**src/design/flash_read_regs.svh**
```systemverilog
`ifndef FLASH_READ_REGS_SVH
`define FLASH_READ_REGS_SVH

// opcodes with the top bit dropped; bit 7 picks the clocking category
`define OPC_CONT_ARRAY 7'h68
`define OPC_PAGE_READ 7'h52
`define OPC_BUF1_READ 7'h54
`define OPC_BUF2_READ 7'h56
`define OPC_STATUS 7'h57
`define OPC_CAT_BIT 7

// last index of each counted phase (counts start at zero)
`define OPC_LAST 6'h07
`define ADDR_LAST 6'h17
`define DUMMY_ARR_LAST 6'h1F
`define DUMMY_BUF_LAST 6'h07

// field positions inside the 24-bit address word
`define ADDR_PAGE_MSB 22
`define ADDR_PAGE_LSB 10
`define ADDR_BYTE_MSB 9

// last byte of a page or buffer, and last page of the array
`define BYTE_LAST 10'h20F
`define PAGE_LAST 13'h1FFF

// status register fields
`define STAT_DENSITY 4'hD
`define STAT_RESERVED 2'h0

`endif

```
**src/design/flash_read_pkg.sv**
```systemverilog
package flash_read_pkg;

  typedef enum logic [2:0] {
    ST_IDLE = 3'h0,
    ST_OPCODE = 3'h1,
    ST_ADDR = 3'h2,
    ST_DUMMY = 3'h3,
    ST_DATA = 3'h4,
    ST_IGNORE = 3'h5
  } frame_state_t;

  typedef enum logic [2:0] {
    RK_NONE = 3'h0,
    RK_ARRAY = 3'h1,
    RK_PAGE = 3'h2,
    RK_BUFFER = 3'h3,
    RK_STATUS = 3'h4
  } read_kind_t;

endpackage : flash_read_pkg

```
**src/design/pin_sync.sv**
```systemverilog
`timescale 1ns/1ps

module pin_sync (
  input wire logic mclk,         // system clock
  input wire logic ce,           // clock enable, freezes state when low
  input wire logic rst_sync_b,   // synchronised reset, active low
  input wire logic cs_b,         // chip select pin, active low
  input wire logic sck,          // serial clock pin
  input wire logic si,           // serial input pin
  output logic cs_low,           // chip select asserted, synchronised
  output logic si_s,             // serial input, synchronised
  output logic sck_rise,         // pulse on serial clock rising edge
  output logic sck_fall,         // pulse on serial clock falling edge
  output logic cs_fall,          // pulse when a frame opens
  output logic cs_rise           // pulse when a frame closes
);

  logic [2:0] pin_in;
  logic [2:0] meta_r;
  logic [2:0] sync_r;
  logic sck_d_r;
  logic cs_d_r;

  assign pin_in = {si, sck, cs_b};

  //////////////////////////////////////////////////////////////////////////
  // two flops per pin; only the second stage is read by logic
  genvar i;
  generate
    for (i = 0; i < 3; i = i + 1) begin : g_sync
      always_ff @(posedge mclk or negedge rst_sync_b) begin
        if (!rst_sync_b) begin
          meta_r[i] <= (i == 1) ? 1'b0 : 1'b1;
          sync_r[i] <= (i == 1) ? 1'b0 : 1'b1;
        end else if (ce) begin
          meta_r[i] <= pin_in[i];
          sync_r[i] <= meta_r[i];
        end
      end
    end
  endgenerate

  //////////////////////////////////////////////////////////////////////////
  always_ff @(posedge mclk or negedge rst_sync_b) begin
    if (!rst_sync_b) begin
      sck_d_r <= 1'b0;
      cs_d_r <= 1'b1;
    end else if (ce) begin
      sck_d_r <= sync_r[1];
      cs_d_r <= sync_r[0];
    end
  end

  assign cs_low = !sync_r[0];
  assign si_s = sync_r[2];
  assign sck_rise = ce && sync_r[1] && !sck_d_r;
  assign sck_fall = ce && !sync_r[1] && sck_d_r;
  assign cs_fall = ce && !sync_r[0] && cs_d_r;
  assign cs_rise = ce && sync_r[0] && !cs_d_r;

endmodule : pin_sync

```
**src/design/serial_flash_read_command_unit.sv**
```systemverilog
`timescale 1ns/1ps
`include "flash_read_regs.svh"

module serial_flash_read_command_unit
  import flash_read_pkg::*;
(
  input wire logic mclk,                // system clock, 20 MHz
  input wire logic rst_b,               // asynchronous reset, active low
  input wire logic ce,                  // clock enable
  input wire logic cs_b,                // chip select pin, active low
  input wire logic sck,                 // serial clock pin
  input wire logic si,                  // serial input pin
  output logic so,                      // serial output data
  output logic so_oe,                   // serial output driven when high
  input wire logic busy,                // internal operation in progress
  input wire logic comp_mismatch,       // last compare found a difference
  output logic [12:0] page_addr,        // array page being read
  output logic [9:0] page_byte_addr,    // array byte being read
  input wire logic [7:0] arr_data,      // array byte at page/byte address
  output logic buf_sel,                 // buffer two selected when high
  output logic [9:0] buffer_byte_addr,  // buffer byte being read
  input wire logic [7:0] buf_data       // buffer byte at buffer address
);

  logic rst_meta_r;
  logic rst_sync_b;
  logic cs_low;
  logic si_s;
  logic sck_rise;
  logic sck_fall;
  logic cs_fall;
  logic cs_rise;
  frame_state_t state_r;
  frame_state_t state_nxt;
  read_kind_t kind_r;
  read_kind_t opc_kind;
  logic legacy_r;
  logic [5:0] bit_cnt_r;
  logic [5:0] dummy_last;
  logic phase_end;
  logic [6:0] op_sh_r;
  logic [7:0] opc_full;
  logic [22:0] addr_sh_r;
  logic [23:0] addr_full;
  logic [12:0] page_addr_r;
  logic [9:0] page_byte_addr_r;
  logic [9:0] buffer_byte_addr_r;
  logic buf_sel_r;
  logic [7:0] status_byte;
  logic [7:0] src_byte;
  logic [7:0] byte_r;
  logic [2:0] bit_idx_r;
  logic so_r;
  logic shift_ev;
  logic fetch;

  //////////////////////////////////////////////////////////////////////////
  // reset release through two flops; assertion is still immediate
  always_ff @(posedge mclk or negedge rst_b) begin
    if (!rst_b) begin
      rst_meta_r <= 1'b0;
      rst_sync_b <= 1'b0;
    end else begin
      rst_meta_r <= 1'b1;
      rst_sync_b <= rst_meta_r;
    end
  end

  pin_sync u_pin_sync (
    .mclk(mclk),
    .ce(ce),
    .rst_sync_b(rst_sync_b),
    .cs_b(cs_b),
    .sck(sck),
    .si(si),
    .cs_low(cs_low),
    .si_s(si_s),
    .sck_rise(sck_rise),
    .sck_fall(sck_fall),
    .cs_fall(cs_fall),
    .cs_rise(cs_rise)
  );

  //////////////////////////////////////////////////////////////////////////
  // opcode decode; the top bit only selects the clocking category
  assign opc_full = {op_sh_r, si_s};

  always_comb begin
    case (opc_full[6:0])
      `OPC_CONT_ARRAY: opc_kind = RK_ARRAY;
      `OPC_PAGE_READ: opc_kind = RK_PAGE;
      `OPC_BUF1_READ, `OPC_BUF2_READ: opc_kind = RK_BUFFER;
      `OPC_STATUS: opc_kind = RK_STATUS;
      default: opc_kind = RK_NONE;
    endcase
  end

  assign dummy_last = (kind_r == RK_BUFFER) ? `DUMMY_BUF_LAST
                                            : `DUMMY_ARR_LAST;

  always_comb begin
    case (state_r)
      ST_OPCODE: phase_end = (bit_cnt_r == `OPC_LAST);
      ST_ADDR: phase_end = (bit_cnt_r == `ADDR_LAST);
      ST_DUMMY: phase_end = (bit_cnt_r == dummy_last);
      default: phase_end = 1'b0;
    endcase
  end

  //////////////////////////////////////////////////////////////////////////
  // frame sequencer
  always_comb begin
    state_nxt = state_r;
    if (cs_rise) begin
      state_nxt = ST_IDLE;
    end else if (cs_fall) begin
      state_nxt = ST_OPCODE;
    end else if (sck_rise && phase_end) begin
      case (state_r)
        ST_OPCODE: begin
          if (opc_kind == RK_NONE) begin
            state_nxt = ST_IGNORE;
          end else if (opc_kind == RK_STATUS) begin
            state_nxt = ST_DATA;
          end else begin
            state_nxt = ST_ADDR;
          end
        end
        ST_ADDR: state_nxt = ST_DUMMY;
        ST_DUMMY: state_nxt = ST_DATA;
        default: state_nxt = state_r;
      endcase
    end
  end

  always_ff @(posedge mclk or negedge rst_sync_b) begin
    if (!rst_sync_b) begin
      state_r <= ST_IDLE;
    end else if (ce) begin
      state_r <= state_nxt;
    end
  end

  // bit counter restarts at every phase change
  always_ff @(posedge mclk or negedge rst_sync_b) begin
    if (!rst_sync_b) begin
      bit_cnt_r <= 6'h00;
    end else if (ce) begin
      if (cs_fall || (sck_rise && phase_end)) begin
        bit_cnt_r <= 6'h00;
      end else if (sck_rise && state_r inside {ST_OPCODE, ST_ADDR,
                                               ST_DUMMY}) begin
        bit_cnt_r <= 6'(bit_cnt_r + 6'h01);
      end
    end
  end

  //////////////////////////////////////////////////////////////////////////
  // opcode and address shifters, msb first
  always_ff @(posedge mclk or negedge rst_sync_b) begin
    if (!rst_sync_b) begin
      op_sh_r <= 7'h00;
      addr_sh_r <= 23'h000000;
    end else if (ce && sck_rise) begin
      if (state_r == ST_OPCODE) begin
        op_sh_r <= opc_full[6:0];
      end
      if (state_r == ST_ADDR) begin
        addr_sh_r <= addr_full[22:0];
      end
    end
  end

  assign addr_full = {addr_sh_r, si_s};

  always_ff @(posedge mclk or negedge rst_sync_b) begin
    if (!rst_sync_b) begin
      kind_r <= RK_NONE;
      legacy_r <= 1'b0;
      buf_sel_r <= 1'b0;
    end else if (ce && sck_rise && phase_end && state_r == ST_OPCODE) begin
      kind_r <= opc_kind;
      legacy_r <= !opc_full[`OPC_CAT_BIT];
      buf_sel_r <= (opc_full[6:0] == `OPC_BUF2_READ);
    end
  end

  //////////////////////////////////////////////////////////////////////////
  // address counters; the reserved top address bit is dropped
  assign fetch = shift_ev && (bit_idx_r == 3'h0);

  always_ff @(posedge mclk or negedge rst_sync_b) begin
    if (!rst_sync_b) begin
      page_addr_r <= 13'h0000;
      page_byte_addr_r <= 10'h000;
    end else if (ce) begin
      if (sck_rise && phase_end && state_r == ST_ADDR) begin
        page_addr_r <= addr_full[`ADDR_PAGE_MSB:`ADDR_PAGE_LSB];
        page_byte_addr_r <= addr_full[`ADDR_BYTE_MSB:0];
      end else if (fetch && kind_r inside {RK_ARRAY, RK_PAGE}) begin
        if (page_byte_addr_r == `BYTE_LAST) begin
          page_byte_addr_r <= 10'h000;
          if (kind_r == RK_ARRAY) begin
            page_addr_r <= 13'(page_addr_r + 13'h0001);
          end
        end else begin
          page_byte_addr_r <= 10'(page_byte_addr_r + 10'h001);
        end
      end
    end
  end

  always_ff @(posedge mclk or negedge rst_sync_b) begin
    if (!rst_sync_b) begin
      buffer_byte_addr_r <= 10'h000;
    end else if (ce) begin
      if (sck_rise && phase_end && state_r == ST_ADDR) begin
        buffer_byte_addr_r <= addr_full[`ADDR_BYTE_MSB:0];
      end else if (fetch && kind_r == RK_BUFFER) begin
        if (buffer_byte_addr_r == `BYTE_LAST) begin
          buffer_byte_addr_r <= 10'h000;
        end else begin
          buffer_byte_addr_r <= 10'(buffer_byte_addr_r + 10'h001);
        end
      end
    end
  end

  //////////////////////////////////////////////////////////////////////////
  // output shifter; status is sampled anew at the start of each pass
  assign status_byte = {!busy, comp_mismatch, `STAT_DENSITY,
                        `STAT_RESERVED};

  always_comb begin
    case (kind_r)
      RK_STATUS: src_byte = status_byte;
      RK_BUFFER: src_byte = buf_data;
      default: src_byte = arr_data;
    endcase
  end

  // legacy category shifts on rising edges, spi category on falling
  assign shift_ev = (state_r == ST_DATA) &&
                    (legacy_r ? sck_rise : sck_fall) && !cs_rise;

  always_ff @(posedge mclk or negedge rst_sync_b) begin
    if (!rst_sync_b) begin
      byte_r <= 8'h00;
      bit_idx_r <= 3'h0;
      so_r <= 1'b0;
    end else if (ce) begin
      if (state_r != ST_DATA) begin
        bit_idx_r <= 3'h0;
        so_r <= 1'b0;
      end else if (shift_ev) begin
        if (bit_idx_r == 3'h0) begin
          byte_r <= src_byte;
          so_r <= src_byte[7];
        end else begin
          so_r <= byte_r[3'(3'h7 - bit_idx_r)];
        end
        bit_idx_r <= 3'(bit_idx_r + 3'h1);
      end
    end
  end

  assign so = so_r;
  assign so_oe = (state_r == ST_DATA);
  assign page_addr = page_addr_r;
  assign page_byte_addr = page_byte_addr_r;
  assign buffer_byte_addr = buffer_byte_addr_r;
  assign buf_sel = buf_sel_r;
endmodule : serial_flash_read_command_unit

```
**config.mk**
```make
export PLATFORM = sky130hd
export DESIGN_NAME = serial_flash_read_command_unit
export DESIGN_NICKNAME = d
export VERILOG_FILES = /design/src/design/flash_read_pkg.sv /design/src/design/pin_sync.sv /design/src/design/serial_flash_read_command_unit.sv
export VERILOG_INCLUDE_DIRS = /design/src /design/src/design
export SDC_FILE = /design/constraint.sdc
export NUM_CORES = 1
export LEC_CHECK = 0
export BUFFER_PORTS_ARGS = -buffer_cell sky130_fd_sc_hd__clkbuf_2
export CORE_MARGIN = 1.5
export CORE_UTILIZATION = 55
export CTS_CLUSTER_SIZE = 40
export DETAILED_ROUTE_END_ITERATION = 16
export PLACE_DENSITY = 0.76
export SLEW_MARGIN = 20
export SYNTH_ARGS = -nofsm -noshare
export SYNTH_HDL_FRONTEND = slang
export SYNTH_HIERARCHICAL = 1
export SYNTH_SLANG_ARGS = --single-unit
```
**constraint.sdc**
```tcl
create_clock -name mclk -period 6.3 [get_ports mclk]
set_clock_uncertainty 0.15 [all_clocks]
set_input_delay 1.26 -clock mclk [delete_from_list [all_inputs] [get_ports mclk]]
set_output_delay 1.26 -clock mclk [all_outputs]
set_load 0.05 [all_outputs]
```
==> metrics <==
status=completed; number of routed nets with antenna violations=0; Non-Filler Instances=714; number of vias per cell=6.05; pre-CTS setup slack=1.62 ns; ANT cells=0; power density over cell area=208 nW/um^2; Tmin final=4.16 ns; Area Overhead vs Synth=9.69%; number of I/O pins=60; CTS root buffer=clkbuf_8; via count=4317; Avg Inst Size Synth=9.97 um^2; max_cap viols=0; cell leakage power=2.69 nW; WL/cell=16.2 um; reg2reg start=page_byte_addr[6]$_DFFE_PN0P_; Syn. warnings=6; # fillers=795; worst r2r dst=page_addr[4]$_DFFE_PN0P_; antenna violations before repair=0; Die Footprint=10300 um^2; R2R depth=5; drt first pass iters=5; Clk pin slew, worst setup/hold paths=0.10 ns; fraction of layout instances using a drive strength above 1=24.8%; RSZ-0062 raised after global routing=no; VDD IR max=122 uV; setup TNS=0 ns; nets@finish=610; endpoint class of the critical path=register; largest net degree at the start of global routing=56; Critical Path Source Type=input port; CP max FO=50; Post-Syn Instances=536; f_max=241 MHz; Skew-Pair Late Insertion Delay=0.37 ns; CTS Buf Count=9; Seq. cell area=2460 um^2; port bufs=59; Core Footprint=9330 um^2; mapped cell area=5350 um^2; Worst Setup EP=page_addr[4]$_DFFE_PN0P_; vias in the first global route=4121; CTS Hold Bufs=0; H-tree levels=3; sum of routed wire length over all layers=11600 um; period utilization=66.0%; Starting Density=57.3%; commonest cells after routing, fill and taps aside=dfrtp_1, clkbuf_2, o21ai_0; worst-margin pin slew=1.07 ns; worst hold path class=register to async pin; CTS-repair resized insts=0; hpwl dp=8210 um; row cnt=35; Die Span Y=102 um; CP startpoint=ce; Mapped Nets=566; routability cong.=0.882; FF-to-FF setup slack=3.14 ns; total global-route track usage=23.7%; # Post-CTS Setup Buffers=0; worst endpoint required time=6.43 ns; final worst setup slack=2.14 ns; CTS tree=done; number of DRC markers in iteration 0=236; buffer depth of the longest clock path=2; Worst Setup Path Type=input port to register; most common cell after layout, fill and taps aside=dfrtp_1; clock sink count=98; Hold Violations, Final=0; first-pass GRT wire length=19400 um; cell count after placement=698; grt total ovfl=0; Pins Over Slew Limit=0; Multi-input gate area=2650 um^2; setup violators final=0; Die Span X=102 um; Slew HR=28.9%; Data arrival, critical path=4.28 ns; drc violations=0
-- registers in the layout, summed over array words and instances, names as in the netlist, 2 cells and up --
register,count
state_r,3
u_pin_sync/sync_r,2
bit_idx_r,3
kind_r,3
page_addr,13
bit_cnt_r,6
addr_sh_r,22
page_byte_addr,10
buffer_byte_addr,10
byte_r,8
op_sh_r,7
u_pin_sync/meta_r,3
-- per-layer routing --
layer	share of wire, %	routed length (um)	global-route usage, %	up-vias
met3	3.4	389	2.83	16
met4	1.8	208	8.65	0
met5	0	0	0	-
met2	48	5590	39.4	107
met1	47	5410	32.0	2144
li1	-	-	-	2050
-- per-stage QoR --
step           hold slack, ns  total power, mW  area (um^2)  utilization, %
2_1_floorplan           0.181            0.791         5350               -
3_3_place_gp            0.184            0.812         5630            60.4
3_5_place_dp            0.185            0.819         5650            60.6
4_1_cts                 0.183             1.23         5850            62.8
5_1_grt                 0.226             1.27         5860            62.9
6_report                0.163             1.22         5860            62.9
-- worst max-delay path, cell delays in order --
cell	delay, ns
clkbuf_2	0.49
and3b_2	0.35
nor2b_1	0.29
and4_4	0.65
a32o_1	0.81
o21ai_0	0.22
a22oi_1	0.20
-- power by group --
group	total [mW]	switching [mW]	internal (mW)
sequential	0.702	0.0413	0.660
combinational	0.106	0.0548	0.0511
clock	0.411	0.225	0.186
-- final cells by class --
| class | count | share of cell area [%] |
|---|---|---|
| clock inverter | 7 | 1.30 |
| clock buffer | 9 | 2.11 |
| sequential | 98 | 42.0 |
| inverter | 16 | 1.02 |
| multi-input combinational | 393 | 45.3 |
| tap | 129 | 2.75 |
| timing repair buffer | 62 | 5.55 |
-- how the worst min path moves through the flow --
stage | start | to | slack (ns) | depth (start not counted)
4_1_cts | rst_sync_b$_DFF_PN0_ | buffer_byte_addr[1]$_DFFE_PN0P_ | 0.18 | 0
3_5_place_dp | rst_sync_b$_DFF_PN0_ | buf_sel$_DFFE_PN0P_ | 0.19 | 0
3_3_place_gp | rst_sync_b$_DFF_PN0_ | op_sh_r[3]$_DFFE_PN0P_ | 0.18 | 0
6_report | rst_sync_b$_DFF_PN0_ | addr_sh_r[11]$_DFFE_PN0P_ | 0.16 | 0
2_1_floorplan | rst_meta_r$_DFF_PN0_ | rst_sync_b$_DFF_PN0_ | 0.18 | 0
5_1_grt | rst_sync_b$_DFF_PN0_ | buf_sel$_DFFE_PN0P_ | 0.23 | 0
(Power assumes the default switching activity.)
